==> src/drc_map.vh <==
`ifndef DRC_MAP_VH
`define DRC_MAP_VH
// Frame and command layout
`define DRC_FRAME_BITS 24
`define DRC_CODE_BITS 12
`define DRC_CMD_REF_OFF 24'h012000
`define DRC_CMD_REF_ON 24'h011000
`define DRC_CMD_REF_AUTO 24'h010000
// Reference modes
`define DRC_MODE_AUTO 2'h0
`define DRC_MODE_OFF 2'h1
`define DRC_MODE_ON 2'h2
`define DRC_MODE_RESET 2'h0
`define DRC_REF_POWER_RESET 1'b1
// Code mapping points
`define DRC_CODE_MID 12'h800
`define DRC_CODE_FULL 12'hFFF
`endif

==> src/drc_frame_rx.v <==
`timescale 1ns/10ps
`include "drc_map.vh"
module drc_frame_rx (
	// Clock and reset
	input wire i_sys_clk,
	input wire i_reset_n,
	// Serial pins
	input wire i_frame_sel_n,
	input wire i_ser_clk,
	input wire i_ser_data,
	// Frame out
	output reg [23:0] o_frame_ff,
	output reg o_frame_done_ff
);
	reg [2:0] sel_sync_ff;
	reg [2:0] clk_sync_ff;
	reg [1:0] dat_sync_ff;
	reg [23:0] shift_ff;
	reg [4:0] count_ff;
	wire sel_n;
	wire fall_edge;
	assign sel_n = sel_sync_ff[1];
	// Falling serial clock seen after two stages
	assign fall_edge = clk_sync_ff[2] & ~clk_sync_ff[1];

	// Pin synchronisers
	always @(posedge i_sys_clk or negedge i_reset_n) begin
		if (!i_reset_n) begin
			sel_sync_ff <= 3'h7;
			clk_sync_ff <= 3'h0;
			dat_sync_ff <= 2'h0;
		end else begin
			sel_sync_ff <= {sel_sync_ff[1:0], i_frame_sel_n};
			clk_sync_ff <= {clk_sync_ff[1:0], i_ser_clk};
			dat_sync_ff <= {dat_sync_ff[0], i_ser_data};
		end
	end

	// MSB-first shift, lock after last bit
	always @(posedge i_sys_clk or negedge i_reset_n) begin
		if (!i_reset_n) begin
			shift_ff <= 24'h000000;
			count_ff <= 5'h00;
			o_frame_ff <= 24'h000000;
			o_frame_done_ff <= 1'b0;
		end else begin
			o_frame_done_ff <= 1'b0;
			if (sel_n) begin
				count_ff <= 5'h00; // Early rise aborts frame
			end else if (fall_edge && count_ff < `DRC_FRAME_BITS) begin
				shift_ff <= {shift_ff[22:0], dat_sync_ff[1]};
				count_ff <= count_ff + 5'h01;
				if (count_ff == `DRC_FRAME_BITS - 1) begin
					o_frame_ff <= {shift_ff[22:0], dat_sync_ff[1]};
					o_frame_done_ff <= 1'b1;
				end
			end
		end
	end
endmodule

==> src/drc_code_map.v <==
`timescale 1ns/10ps
`include "drc_map.vh"
module drc_code_map #(
	parameter W = 12
) (
	// Code in
	input wire [W-1:0] i_code,
	input wire i_twos_complement_code,
	// Count out
	output wire [W-1:0] o_count
);
	// Two's complement maps to offset binary by MSB flip
	assign o_count = {i_code[W-1] ^ i_twos_complement_code, i_code[W-2:0]};
endmodule

==> src/drc_top.v <==
`timescale 1ns/10ps
`include "drc_map.vh"
module drc_top #(
	parameter CH = 4,
	parameter W = `DRC_CODE_BITS
) (
	// Clock and reset
	input wire i_sys_clk,
	input wire i_reset_n,
	// Serial pins
	input wire i_frame_sel_n,
	input wire i_ser_clk,
	input wire i_ser_data,
	// Channel side
	input wire i_twos_complement_code,
	input wire [CH-1:0] i_chan_powered_dn,
	input wire i_code_load,
	input wire [1:0] i_code_chan,
	input wire [W-1:0] i_code,
	// Outputs
	output reg [W*CH-1:0] o_counts_ff,
	output reg o_ref_power_ff,
	output reg o_ref_pin_oe_ff,
	output reg [1:0] o_ref_mode_ff,
	output reg [23:0] o_last_frame_ff,
	output reg o_frame_done_ff
);
	// Block overview
	// Serial command frames arrive on three slow pins
	// Pins pass the receiver's own two-stage synchronisers
	// Receiver hands over one 24-bit word per complete frame
	// Short frames are dropped inside the receiver
	// Bits past the 24th are ignored until select rises
	// Only three frame values touch the reference mode
	// Every other frame leaves the mode alone
	// Channel codes load through a separate strobe
	// Code mapping is purely combinational
	// Converter registers and the last frame capture are the data storage
	// Reference power is a single registered decision
	// Pin drive enable shares that same decision
	// All outputs come straight from flip-flops

	// Timing summary
	// Falling serial clock seen about two cycles late
	// Frame word ready one cycle after the last bit
	// Mode and power settle on the following edge
	// Frame done pulse lines up with the mode change
	// Channel power changes reach the reference in three cycles

	// Limitations
	// Serial clock must stay slow against the system clock
	// Each serial clock level needs several system cycles
	// Channel index wider than two bits is not decoded
	// Unused mode code falls back to automatic

	// Reference modes as local state codes
	localparam [1:0] MODE_AUTO = `DRC_MODE_AUTO;
	localparam [1:0] MODE_OFF = `DRC_MODE_OFF;
	localparam [1:0] MODE_ON = `DRC_MODE_ON;

	// Frame receiver result
	wire [23:0] frame;
	wire frame_done;
	// Mapped converter count
	wire [W-1:0] count;
	// Command decode result
	wire [2:0] cmd_word;
	wire cmd_hit;
	wire [1:0] cmd_mode;
	// Channel power summary
	wire all_chan_dn;
	// Next state
	reg [1:0] nxt_mode;
	reg nxt_power;
	// Channel power synchronisers
	reg [CH-1:0] dn_s1_ff;
	reg [CH-1:0] dn_s2_ff;
	integer k;

	// Reference command decode, hit flag above mode code
	function [2:0] ref_cmd_decode;
		input [23:0] f;
		begin
			case (f)
				`DRC_CMD_REF_OFF: ref_cmd_decode = {1'b1, MODE_OFF};
				`DRC_CMD_REF_ON: ref_cmd_decode = {1'b1, MODE_ON};
				`DRC_CMD_REF_AUTO: ref_cmd_decode = {1'b1, MODE_AUTO};
				default: ref_cmd_decode = {1'b0, MODE_AUTO};
			endcase
		end
	endfunction

	// Reference power wanted for a mode and channel summary
	function ref_power_for;
		input [1:0] mode;
		input all_dn;
		begin
			case (mode)
				MODE_OFF: ref_power_for = 1'b0;
				MODE_ON: ref_power_for = 1'b1;
				default: ref_power_for = ~all_dn;
			endcase
		end
	endfunction

	// Channel index match for the load strobe
	function chan_match;
		input [1:0] sel;
		input integer idx;
		begin
			chan_match = (sel == idx[1:0]);
		end
	endfunction

	// Receiver notes
	// Receiver owns all serial pin synchronisation
	// Nothing here reads the raw serial pins
	// Frame word holds still between frames
	// Done pulse lasts exactly one cycle

	drc_frame_rx u_rx (
		.i_sys_clk(i_sys_clk),
		.i_reset_n(i_reset_n),
		.i_frame_sel_n(i_frame_sel_n),
		.i_ser_clk(i_ser_clk),
		.i_ser_data(i_ser_data),
		.o_frame_ff(frame),
		.o_frame_done_ff(frame_done)
	);

	drc_code_map #(.W(W)) u_map (
		.i_code(i_code),
		.i_twos_complement_code(i_twos_complement_code),
		.o_count(count)
	);

	// Power summary hazards
	// Channel states come from another domain
	// Two flops before the all-down reduction
	// Reduction of raw inputs could glitch the reference
	// Power flop follows one cycle after the summary
	// Pin enable shares the power decision
	// External reference must never fight the pin

	// Channel power states, two stages from analog side
	// Reset to powered up so the reference starts enabled
	always @(posedge i_sys_clk or negedge i_reset_n) begin
		if (!i_reset_n) begin
			dn_s1_ff <= {CH{1'b0}};
			dn_s2_ff <= {CH{1'b0}};
		end else begin
			dn_s1_ff <= i_chan_powered_dn;
			dn_s2_ff <= dn_s1_ff;
		end
	end

	// Channel power summary from second stage only
	assign all_chan_dn = &dn_s2_ff;

	// Command decode of the latest frame
	assign cmd_word = ref_cmd_decode(frame);
	assign cmd_hit = cmd_word[2];
	assign cmd_mode = cmd_word[1:0];

	// Mode notes
	// Automatic: power follows channel states
	// Forced off: power held low, pin released
	// Forced on: power held high always
	// Reset value is automatic with power on
	// Unknown frames change nothing
	// Short frames never reach the decode

	// Mode next state, complete recognised frames only
	always @* begin
		nxt_mode = o_ref_mode_ff;
		case (o_ref_mode_ff)
			MODE_AUTO, MODE_OFF, MODE_ON: begin
				if (frame_done && cmd_hit) begin
					nxt_mode = cmd_mode;
				end
			end
			default: nxt_mode = MODE_AUTO;
		endcase
	end

	// Reference power by mode
	always @* begin
		nxt_power = ref_power_for(nxt_mode, all_chan_dn);
	end

	// Mode, power and pin drive state
	always @(posedge i_sys_clk or negedge i_reset_n) begin
		if (!i_reset_n) begin
			o_ref_mode_ff <= `DRC_MODE_RESET;
			o_ref_power_ff <= `DRC_REF_POWER_RESET;
			o_ref_pin_oe_ff <= `DRC_REF_POWER_RESET;
		end else begin
			o_ref_mode_ff <= nxt_mode;
			o_ref_power_ff <= nxt_power;
			o_ref_pin_oe_ff <= nxt_power;
		end
	end

	// Last frame capture
	always @(posedge i_sys_clk or negedge i_reset_n) begin
		if (!i_reset_n) begin
			o_last_frame_ff <= 24'h000000;
			o_frame_done_ff <= 1'b0;
		end else begin
			o_frame_done_ff <= frame_done;
			if (frame_done) begin
				o_last_frame_ff <= frame;
			end
		end
	end

	// Converter register notes
	// One 12-bit count per channel
	// Counts are offset binary after mapping
	// Load strobe writes one channel per cycle
	// Reset clears every count to zero
	// Count held until the next load of that channel
	// Analog side reads counts directly

	// Converter registers hold 0..4095 counts
	always @(posedge i_sys_clk or negedge i_reset_n) begin
		if (!i_reset_n) begin
			o_counts_ff <= {W*CH{1'b0}};
		end else if (i_code_load) begin
			for (k = 0; k < CH; k = k + 1) begin
				if (chan_match(i_code_chan, k)) begin
					o_counts_ff[k*W +: W] <= count;
				end
			end
		end
	end
endmodule

==> config.mk <==
export PLATFORM = sky130hd
export DESIGN_NAME = drc_top
export DESIGN_NICKNAME = d
export VERILOG_FILES = /design/src/drc_frame_rx.v /design/src/drc_code_map.v /design/src/drc_top.v
export VERILOG_INCLUDE_DIRS = /design/src
export SDC_FILE = /design/constraint.sdc
export NUM_CORES = 1
export LEC_CHECK = 0
export BUFFER_PORTS_ARGS = -buffer_cell sky130_fd_sc_hd__clkbuf_2
export CAP_MARGIN = 15
export CORE_MARGIN = 1
export CORE_UTILIZATION = 59
export DETAILED_ROUTE_END_ITERATION = 6
export GPL_TIMING_DRIVEN = 1
export PLACE_DENSITY = 0.92
export SLEW_MARGIN = 20
export SYNTH_ARGS = -nofsm -noshare
export SYNTH_HDL_FRONTEND = slang
export SYNTH_HIERARCHICAL = 1
export SYNTH_SLANG_ARGS = --single-unit
==> constraint.sdc <==
create_clock -name i_sys_clk -period 3.8 [get_ports i_sys_clk]
set_clock_uncertainty 0.05 [all_clocks]
set_input_delay 0.76 -clock i_sys_clk [delete_from_list [all_inputs] [get_ports i_sys_clk]]
set_output_delay 0.76 -clock i_sys_clk [all_outputs]
set_load 0.03 [all_outputs]
## Word level (Yosys, flattened, before mapping)

Index checks and enable logic that the tools add are counted.

- Add/subtract/negate cells: 1
- Magnitude comparators: 1
- Equality and inequality tests: 11
- Multiplexer cells: 9
- Bitwise operators: 5
- Reductions and logical operators: 13

Operators by type and width:

| kind | number |
|---|---|
| $eq 24x17->1 const B | 3 |
| $mux 5 | 2 |
| $reduce_and 2->1 | 5 |
| $pmux 3 s3 | 1 |
| $eq 2x2->1 const B | 4 |
| $eq 2x1->1 const B | 3 |
| $add 5x1->5 const B | 1 |
| $eq 5x5->1 const B | 1 |
| $lt 5x5->1 const B | 1 |
| $logic_not 2->1 | 2 |
| $mux 2 | 2 |
| $reduce_and 4->1 | 1 |
| $mux 1 | 3 |
| $not 1->1 | 3 |
| $reduce_and 3->1 | 1 |
| $reduce_or 3->1 | 1 |
| $logic_and 1x1->1 | 2 |
| $pmux 1 s2 | 1 |
| $reduce_bool 2->1 | 1 |
| $and 1x1->1 | 1 |
| $xor 1x1->1 | 1 |

- Flip-flop bits (word level): 144
- Output and inout bits: 77
- Word-level logic and storage cells: 57

## Longest topological paths before layout

Gate-level depths: netlist of run 1.

- Word-level depth: 7
- Gate-level depth with buffers: 8
- Gate-level depth less buffers: 7

## Hierarchy

Netlist of run 1, hierarchy kept.

Modules (own cells, without submodules):

| module | instances | cells each | area each (µm²) |
|---|---|---|---|
| drc_top | 1 | 189 | 3176.8 |
| drc_frame_rx | 1 | 136 | 2351.0 |
| drc_code_map | 1 | 12 | 91.3 |

## Worst setup path after synthesis of run 1

Ideal clock, no wire load.

- Path type: input -> register
- Start point: input port i_code_chan[0]
- End point: register o_counts_ff[10]
- Arrival time: 1.669 ns
- Data required time: 3.625 ns
- Path slack: 1.957 ns
- Stages: 3
- Cells stage by stage: nor3b_1 -> buf_2 -> mux2_2

- Word-level cells in the longest chain between the ends: 2

Ends and longest elaborated chain:

| item | line | source |
|---|---|---|
| from (decl) | drc_top.v:18 | `input wire [1:0] i_code_chan,` |
| $logic_not 2->1 | drc_top.v:111 | `chan_match = (sel == idx[1:0]);` |
| $reduce_and 2->1 (no line) | - |  |
| to (signal assigned) | drc_top.v:228 | `o_counts_ff <= {W*CH{1'b0}};` |
| to (signal, indexed assignment) | drc_top.v:232 | `o_counts_ff[k*W +: W] <= count;` |
| to (decl) | drc_top.v:21 | `output reg [W*CH-1:0] o_counts_ff,` |

Every way passes these cells.
A chain may end at the register's enable or synchronous reset.

## Worst setup path in the final report of run 1

- Start point: register u_rx.o_frame_ff[18]
- End point: register o_ref_pin_oe_ff

- Word-level cells in the longest chain between the ends: 7
- Elaborated cells on any way between the ends: 10
- Those cells by class: eq/ne: 5; mux: 4; reduce/logical: 1

Ends and longest elaborated chain:

| item | line | source |
|---|---|---|
| from (decl) | drc_frame_rx.v:12 | `output reg [23:0] o_frame_ff,` |
| from (signal assigned) | drc_frame_rx.v:54 | `o_frame_ff <= {shift_ff[22:0], dat_sync_ff[1]};` |
| $eq 24x17->1 | drc_top.v:84 | `case (f)` |
| $pmux 3 s3 * | drc_top.v:84 |  |
| $logic_and 1x1->1 | drc_top.v:178 | `if (frame_done && cmd_hit) begin` |
| $mux 2 * | drc_top.v:178 |  |
| $mux 2 * | drc_top.v:176 | `case (o_ref_mode_ff)` |
| net nxt_mode[1] | drc_top.v:73 | `reg [1:0] nxt_mode;` |
| $eq 2x2->1 / $eq 2x1->1 (equally long branches) | drc_top.v:98 | `case (mode)` |
| $pmux 1 s2 * | drc_top.v:98 |  |
| net nxt_power | drc_top.v:74 | `reg nxt_power;` |
| to (signal assigned) | drc_top.v:196 | `` o_ref_pin_oe_ff <= `DRC_REF_POWER_RESET; `` |
| to (signal assigned) | drc_top.v:200 | `o_ref_pin_oe_ff <= nxt_power;` |
| to (decl) | drc_top.v:23 | `output reg o_ref_pin_oe_ff,` |

The timed path passes the listed nets; every way through them passes the cells marked *.

==> reports/results.tsv, run 1 <==
stage	metric	value	unit
cts	hold_buf cts	0	
timing	share of the clock period used by the worst path	58.3	%
power_and_ir_drop	register share of total power	44.9	%
final_layout	n_diodes	0	
critical_path	r2r setup slk	1.58	ns
yosys	post-synth top area share	62.8	%
timing	Hold Violations, Final	0	
timing	Final setup viols	0	
critical_path	Worst setup SP type	flop	
die	Die Height	99.6	um
timing	Least-Margin Pin Slew	0.970	ns
die	Core ar.	9240	um^2
grt	grt total ovfl	0	
run	max-cap violations	0	
timing	RSZ-0062 raised after global routing	no	
final_layout	synth-to-layout area growth	19.8	%
placement	IO buf count	101	
power_and_ir_drop	Max VDD drop	0.459	mV
power_and_ir_drop	clock power share	41.0	%
timing	Final Slew Violations	0	
cts	Max clock buf depth	2	
yosys	cell count after synthesis	337	
grt	GRT Overall Usage	23.1	%
critical_path	Cell Chain, Critical Path	nor4_1, nand4_2, o41ai_1, o2bb2ai_1, ha_1, a21oi_1	
cts	CTS H-Tree Depth	4	
cts	postcts setup bufs	0	
die	die area	9920	um^2
drt	total wire length	10400	um
yosys	complex-gate fraction of the synthesized area	2.05	%
yosys	largest family of logic cells by synthesized area	multiplexers	
yosys	Synth area leaders	dfrtp_1 63%, mux2_2 20%, mux2_4 5.3%	
critical_path	critical path class	reg2reg	
yosys	Post-Synth Simple-Gate Area	4.25	%
grt	first-pass GRT wire length	17000	um
outcome	outcome	completed	
placement	RD Place Congestion	0.742	
grt	largest net degree at the start of global routing	96	
cts	CTS tree	built	
drt	initial drt markers	98	
yosys	Post-Synth Adder-Cell Area	0.445	%
critical_path	CP peak stage delay	0.46	ns
yosys	Mapped Area	5620	um^2
yosys	distinct cell type count after synthesis	39	
critical_path	WP data required	4.19	ns
yosys	sequential fraction of the synthesis area	64.2	%
die	initial core utilization	60.8	%
grt	number of global-route vias before repair	3397	
cts	CTS Buf Count	17	
cts	CTS root buf	clkbuf_8	
drt	Routed Antenna Nets	0	
power_and_ir_drop	internal power	2.91	mW
worst_hold_path	HP Class	in2async	
critical_path	Worst Setup End Kind	flop	
drt	Vias/cell	5.37	
power_and_ir_drop	pwr/cell area	587	nW/um^2
die	# rows	35	
yosys	dominant cell type by area after synthesis	dfrtp_1	
drt	DRC Markers	0	
final_layout	final net count	463	
critical_path	Arr. time, crit path	2.61	ns
yosys	yosys warns	6	
power_and_ir_drop	Comb pwr share	14.1	%
critical_path	Reg2Reg Depth	6	
timing	setup TNS	0	ns
final_layout	Finished Core Util	72.8	%
drt	Avg WL per Cell	18.0	um
drt	iteration count of the initial detailed-routing pass	4	
yosys	Post-synth EDFFs	0	
cts	Reg clk slew, reported paths	0.06	ns
timing	Slew HR	35.0	%
placement	Detailed Place HPWL	6640	um
final_layout	layout cell share with drive strength beyond 1	59.7	%
yosys	Synth async-reset ratio	100	%
yosys	Primary FF master, synth	dfrtp_1	
critical_path	CP max FO	4	
yosys	synthesis-stage register bit count	144	
power_and_ir_drop	total power	3.95	mW
critical_path	crit-path leading delay family	simple AND/OR/NAND/NOR gates	
drt	via count	3103	
die	number of I/O pins	102	
timing	Min Clock Period, post-route	2.22	ns
critical_path	worst flop-to-flop path endpoint	o_ref_pin_oe_ff	
power_and_ir_drop	P_leak	3.39	nW
cts	insertion delay to the later sink of the worst-skew pair	0.51	ns
critical_path	Slowest cell on crit path	nor4_1	
yosys	Avg Inst Size Synth	16.7	um^2
power_and_ir_drop	Net Switching	1.04	mW
yosys	syn_nets	364	
final_layout	filler cell count	586	
yosys	mux contribution to synthesized area	25.2	%
critical_path	CP bufs+invs	0	
die	die width	99.6	um
critical_path	reg2reg start	u_rx/o_frame_ff[18]	
yosys	Synth Area in XOR/XNOR	0.156	%
power_and_ir_drop	switching part of the total	26.3	%
cts	post-CTS resize count	0	
cts	CTS Sinks	144	
timing	Peak Freq	451	MHz
grt	initial antenna violation count	0	
==> synthesized netlist by cell type (3+ instances only) <==
library cell and count:
dfstp_2 3, mux2_4 20, a21oi_1 6, buf_2 6, nor2_1 3, nand3b_1 3
nor4_1 3, dfrtp_1 141, buf_4 15, mux2_2 99
==> cell families (layout without fill, tap and decap cells) <==
kind of cell	after synthesis	after routing
DFF	144	144
and+or+nand+nor	29	29
xor gates and xnor gates	1	1
buffers and inverters	26	138
muxes	119	119
AOI/OAI and AO/OA	16	16
adders and majority gates	2	2
==> metrics by stage <==
| step | instance area [um^2] | setup slack [ns] | hold slack (ns) | cells |
|---|---|---|---|---|
| floorplan | 5620 | 1.96 | 0.281 | 337 |
| global placement | 6130 | 1.54 | 0.285 | 545 |
| detailed placement | 6130 | 1.53 | 0.286 | 545 |
| CTS | 6710 | 1.49 | 0.261 | 577 |
| global route | 6730 | 1.48 | 0.249 | 578 |
| finish | 6730 | 1.58 | 0.278 | 578 |
==> cell usage in the layout, fill, tap and decap left out, types with 2 or more instances in the layout <==
cell	instances
ha_1	2
nand3b_1	3
dfrtp_1	141
a21oi_1	6
mux2_2	99
clkbuf_2	100
buf_4	2
or3_2	2
clkinv_2	3
o31ai_1	2
clkbuf_16	16
nand2b_1	2
bufinv_16	3
clkbuf_8	2
dfstp_2	3
nor4_1	3
nor2_1	3
mux2_4	20
nand3_1	2
o21ai_0	2
clkinvlp_4	2
clkbuf_1	4
==> worst max-delay path by stage <==
stage / startpoint / end / slack, ns / cells after the start
after CTS: u_rx/count_ff[0] / u_rx/o_frame_ff[12] / 1.49 / 4
final: u_rx/o_frame_ff[18] / o_ref_pin_oe_ff / 1.58 / 6
after global routing: u_rx/o_frame_ff[18] / o_ref_pin_oe_ff / 1.48 / 7
after detailed placement: i_code_chan[0] / o_counts_ff[5] / 1.53 / 3
after floorplan: i_code_chan[0] / o_counts_ff[10] / 1.96 / 3
after global placement: i_code_chan[0] / o_counts_ff[7] / 1.54 / 3
==> routing by layer <==
metal  routed length, um  up-vias  part of all wire, %  track usage [%]
met4                 121        0                  1.2             9.50
met5                   0        -                    0                0
li1                    -     1395                    -                -
met1                4320     1591                   41             27.3
met2                5330      107                   51             38.9
met3                 635       10                  6.1             7.94
==> sequential cells by signal, indices dropped and copies added, names as in the netlist <==
signal                count
dn_s2_ff                  4
o_frame_done_ff           1
o_counts_ff              48
u_rx/clk_sync_ff          3
u_rx/o_frame_ff          24
o_ref_pin_oe_ff           1
o_ref_mode_ff             2
u_rx/o_frame_done_ff      1
u_rx/shift_ff            23
o_last_frame_ff          24
u_rx/count_ff             5
u_rx/sel_sync_ff          2
u_rx/dat_sync_ff          2
dn_s1_ff                  4
==> power groups by stage <==
stage                     Sequential, mW  Clock [mW]  Combinational [mW]
after floorplan                     1.98           0               0.183
after global placement              1.79           0               0.540
after detailed placement            1.80           0               0.556
after CTS                           1.78        1.64               0.561
after global routing                1.79        1.71               0.587
final                               1.77        1.62               0.555
==> layout make-up <==
cell class                 instances  area [um^2]  share of cell area (%)
inverter                           1         3.75                  0.0558
clock inverter                    10          138                    2.05
clock buffer                      22          443                    6.58
multi-input combinational        167         1810                    27.0
sequential                       144         3610                    53.6
timing repair buffer             105          562                    8.35
tap                              129          161                    2.40
Note: power is estimated with default switching activity, not from simulation.
==> inputs of run 2 (changes only) <==
Settings changed: CORE_UTILIZATION 59 to 50, PLACE_DENSITY 0.92 to 0.84.
Clock period 3.8 ns to 1.9 ns, I/O delays scaled along.
==> run 2 against run 1 <==
  * The run now ends with negative setup slack left
  * Hold slack got worse by 0.19 ns
  * Power is 100% higher
  * Largest cell class unchanged
  * Via count grew 3.6%
  * Cell area rose by 5.9%
  * First-iteration DRC count rose by 14%
  * Fmax up 8.4%
  * Combinational power increased by 110%
==> reports/results.tsv, run 2 (synthesis gave the netlist of run 1 again) <==
stage	metric	value	unit	change
timing	hold_ws	0.0899	ns	was 0.278 ns
drt	via count	3214		was 3,103
timing	Least-Margin Pin Slew	0.550	ns	was 0.970 ns
timing	worst setup margin	-0.145	ns	was 1.58 ns
worst_hold_path	HP Class	in2reg		was in2async
critical_path	Worst setup SP type	flop		unchanged
drt	total wire length	10800	um	was 10,400 um
final_layout	commonest non-fill, non-tap cell in the layout	dfrtp_1		unchanged
final_layout	n_diodes	0		unchanged
final_layout	synth-to-layout area growth	26.8	%	was 19.8%
cts	CTS Buf Count	17		unchanged
grt	initial antenna violation count	0		unchanged
critical_path	WP data required	2.29	ns	was 4.19 ns
power_and_ir_drop	P_leak	3.60	nW	was 3.39 nW
worst_hold_path	Hold Path Depth	2		
cts	Reg clk slew, reported paths	0.06	ns	about the same
outcome	outcome	finished, violations left		was completed
placement	DP Worst Slack	-0.198	ns	was 1.53 ns
final_layout	max reg flops	48		unchanged
final_layout	most frequent cells in the layout	141 x dfrtp_1, 100 x clkbuf_2, 99 x mux2_2, 20 x mux2_4, 19 x buf_4		was 141 x dfrtp_1, 100 x clkbuf_2, 99 x mux2_2, 20 x mux2_4, 16 x clkbuf_16
final_layout	register bank with the most flops	o_counts_ff		unchanged
drt	Avg WL per Cell	17.4	um	was 18.0 um
cts	CTS H-Tree Depth	4		unchanged
placement	Cell Area, Placed	6320	um^2	was 6130 um^2
grt	number of global-route vias before repair	3542		was 3,397
power_and_ir_drop	pwr/cell area	1140	nW/um^2	was 587 nW/um^2
critical_path	Arr. time, crit path	2.44	ns	was 2.61 ns
placement	IO buf count	101		unchanged
critical_path	critical path class	reg2reg		unchanged
die	# rows	38		was 35
placement	RD Place Congestion	0.730		was 0.742
timing	Hold Violations, Final	0		unchanged
timing	Final setup viols	1		was 0
timing	share of the clock period used by the worst path	108	%	was 58.3%
die	die width	108	um	was 99.6 um
timing	Final Slew Violations	0		unchanged
cts	insertion delay to the later sink of the worst-skew pair	0.52	ns	was 0.51 ns
final_layout	layout cell share with drive strength beyond 1	62.4	%	was 59.7%
cts	CTS tree	built		unchanged
timing	Min Clock Period, post-route	2.05	ns	was 2.22 ns
die	Core ar.	10900	um^2	was 9240 um^2
final_layout	final net count	493		was 463
final_layout	Design Area, Final	7120	um^2	was 6730 um^2
timing	Slew HR	63.3	%	was 35.0%
grt	GRT Overall Usage	20.4	%	was 23.1%
timing	RSZ-0062 raised after global routing	yes		was no
die	initial core utilization	51.6	%	was 60.8%
cts	Max clock buf depth	2		unchanged
outcome	failing checks	negative setup slack		
drt	initial drt markers	112		was 98
placement	Detailed Place HPWL	7150	um	was 6640 um
run	max-cap violations	0		unchanged
critical_path	Reg2Reg Depth	7		was 6
final_layout	Finished Core Util	65.4	%	was 72.8%
drt	DRC Markers	0		unchanged
critical_path	CP max FO	3		was 4
die	number of I/O pins	102		unchanged
cts	CTS root buf	clkbuf_8		unchanged
critical_path	Worst Setup End Kind	flop		unchanged
grt	grt total ovfl	0		unchanged
cts	CTS Sinks	144		unchanged
final_layout	top flop regs	o_counts_ff (48), o_last_frame_ff (24), u_rx/o_frame_ff (24)		unchanged
timing	Peak Freq	489	MHz	was 451 MHz
power_and_ir_drop	total power	8.09	mW	was 3.95 mW
drt	iteration count of the initial detailed-routing pass	4		unchanged
die	Die Height	108	um	was 99.6 um
drt	Routed Antenna Nets	0		unchanged
grt	largest net degree at the start of global routing	61		was 96
die	die area	11700	um^2	was 9920 um^2
power_and_ir_drop	Max VDD drop	0.923	mV	was 0.459 mV
drt	Vias/cell	5.19		was 5.37
grt	first-pass GRT wire length	17700	um	was 17,000 um
## run 2: cell types whose count changed in the layout (fill, tap and decap cells not counted), moves of 2 or more
cell           change
buf_12             +5
buf_4             +17
clkbuf_1           -3
clkbuf_8           +4
dlygate4sd3_1      +8
nor4_1             -2
nor4_2             +2
## run 2: through the flow
| step | setup TNS, ns | cells |
|---|---|---|
| 2_1_floorplan | 0 | 337 |
| 3_3_place_gp | -0.0358 | 571 |
| 3_5_place_dp | -0.198 | 571 |
| 4_1_cts | -0.0633 | 615 |
| 5_1_grt | -0.211 | 619 |
| 6_report | -0.145 | 619 |
## run 2: timing repair
item,4_1_cts,5_1_grt
gates resized for setup,7,1
setup buffers,4,4
hold buffers,8,0
endpoints found under the setup margin,1,1
endpoints found under the hold margin,60,0
pin swaps,8,7
## run 2: worst max-delay path: stages (launching register included)
cell,delay [ns]
dfrtp_1,0.41
nor4_4,0.32
nand4_2,0.22
o41ai_2,0.38
o2bb2ai_2,0.16
ha_1,0.28
nor2_1,0.10
a21oi_1,0.06
## run 2: routing by layer
layer	routed length, um	vias to the layer above	global-route usage [%]
li1	-	1459	-
met1	4530	1644	23.9
met2	5480	99	33.6
met3	600	12	7.66
met4	158	0	8.81
met5	0	-	0
## run 2: where the power goes
group / total, mW / internal [mW] / switching [mW]
Combinational: 1.14 / 0.445 / 0.690
Clock: 3.39 / 2.17 / 1.22
Sequential: 3.56 / 3.37 / 0.192
## run 2: area by class of cell
| class | count | area (um^2) |
|---|---|---|
| clock buffer | 23 | 487 |
| clock inverter | 9 | 129 |
| fill | 766 | 3760 |
| inverter | 1 | 3.75 |
| multi-input combinational | 167 | 1860 |
| sequential | 144 | 3610 |
| tap | 140 | 175 |
| timing repair buffer | 135 | 866 |
## run 2: worst paths after layout
path                                     startpoint                   to  slack [ns]
worst max-delay path             u_rx/o_frame_ff[1]      o_ref_pin_oe_ff       -0.15
worst min-delay path                      i_code[4]      o_counts_ff[16]        0.09
worst max register to register   u_rx/o_frame_ff[1]      o_ref_pin_oe_ff       -0.15
worst min register to register  u_rx/clk_sync_ff[0]  u_rx/clk_sync_ff[1]        0.29
max in group asynchronous                 i_reset_n      o_counts_ff[31]        0.84
min in group asynchronous                 i_reset_n   u_rx/o_frame_ff[6]        0.36
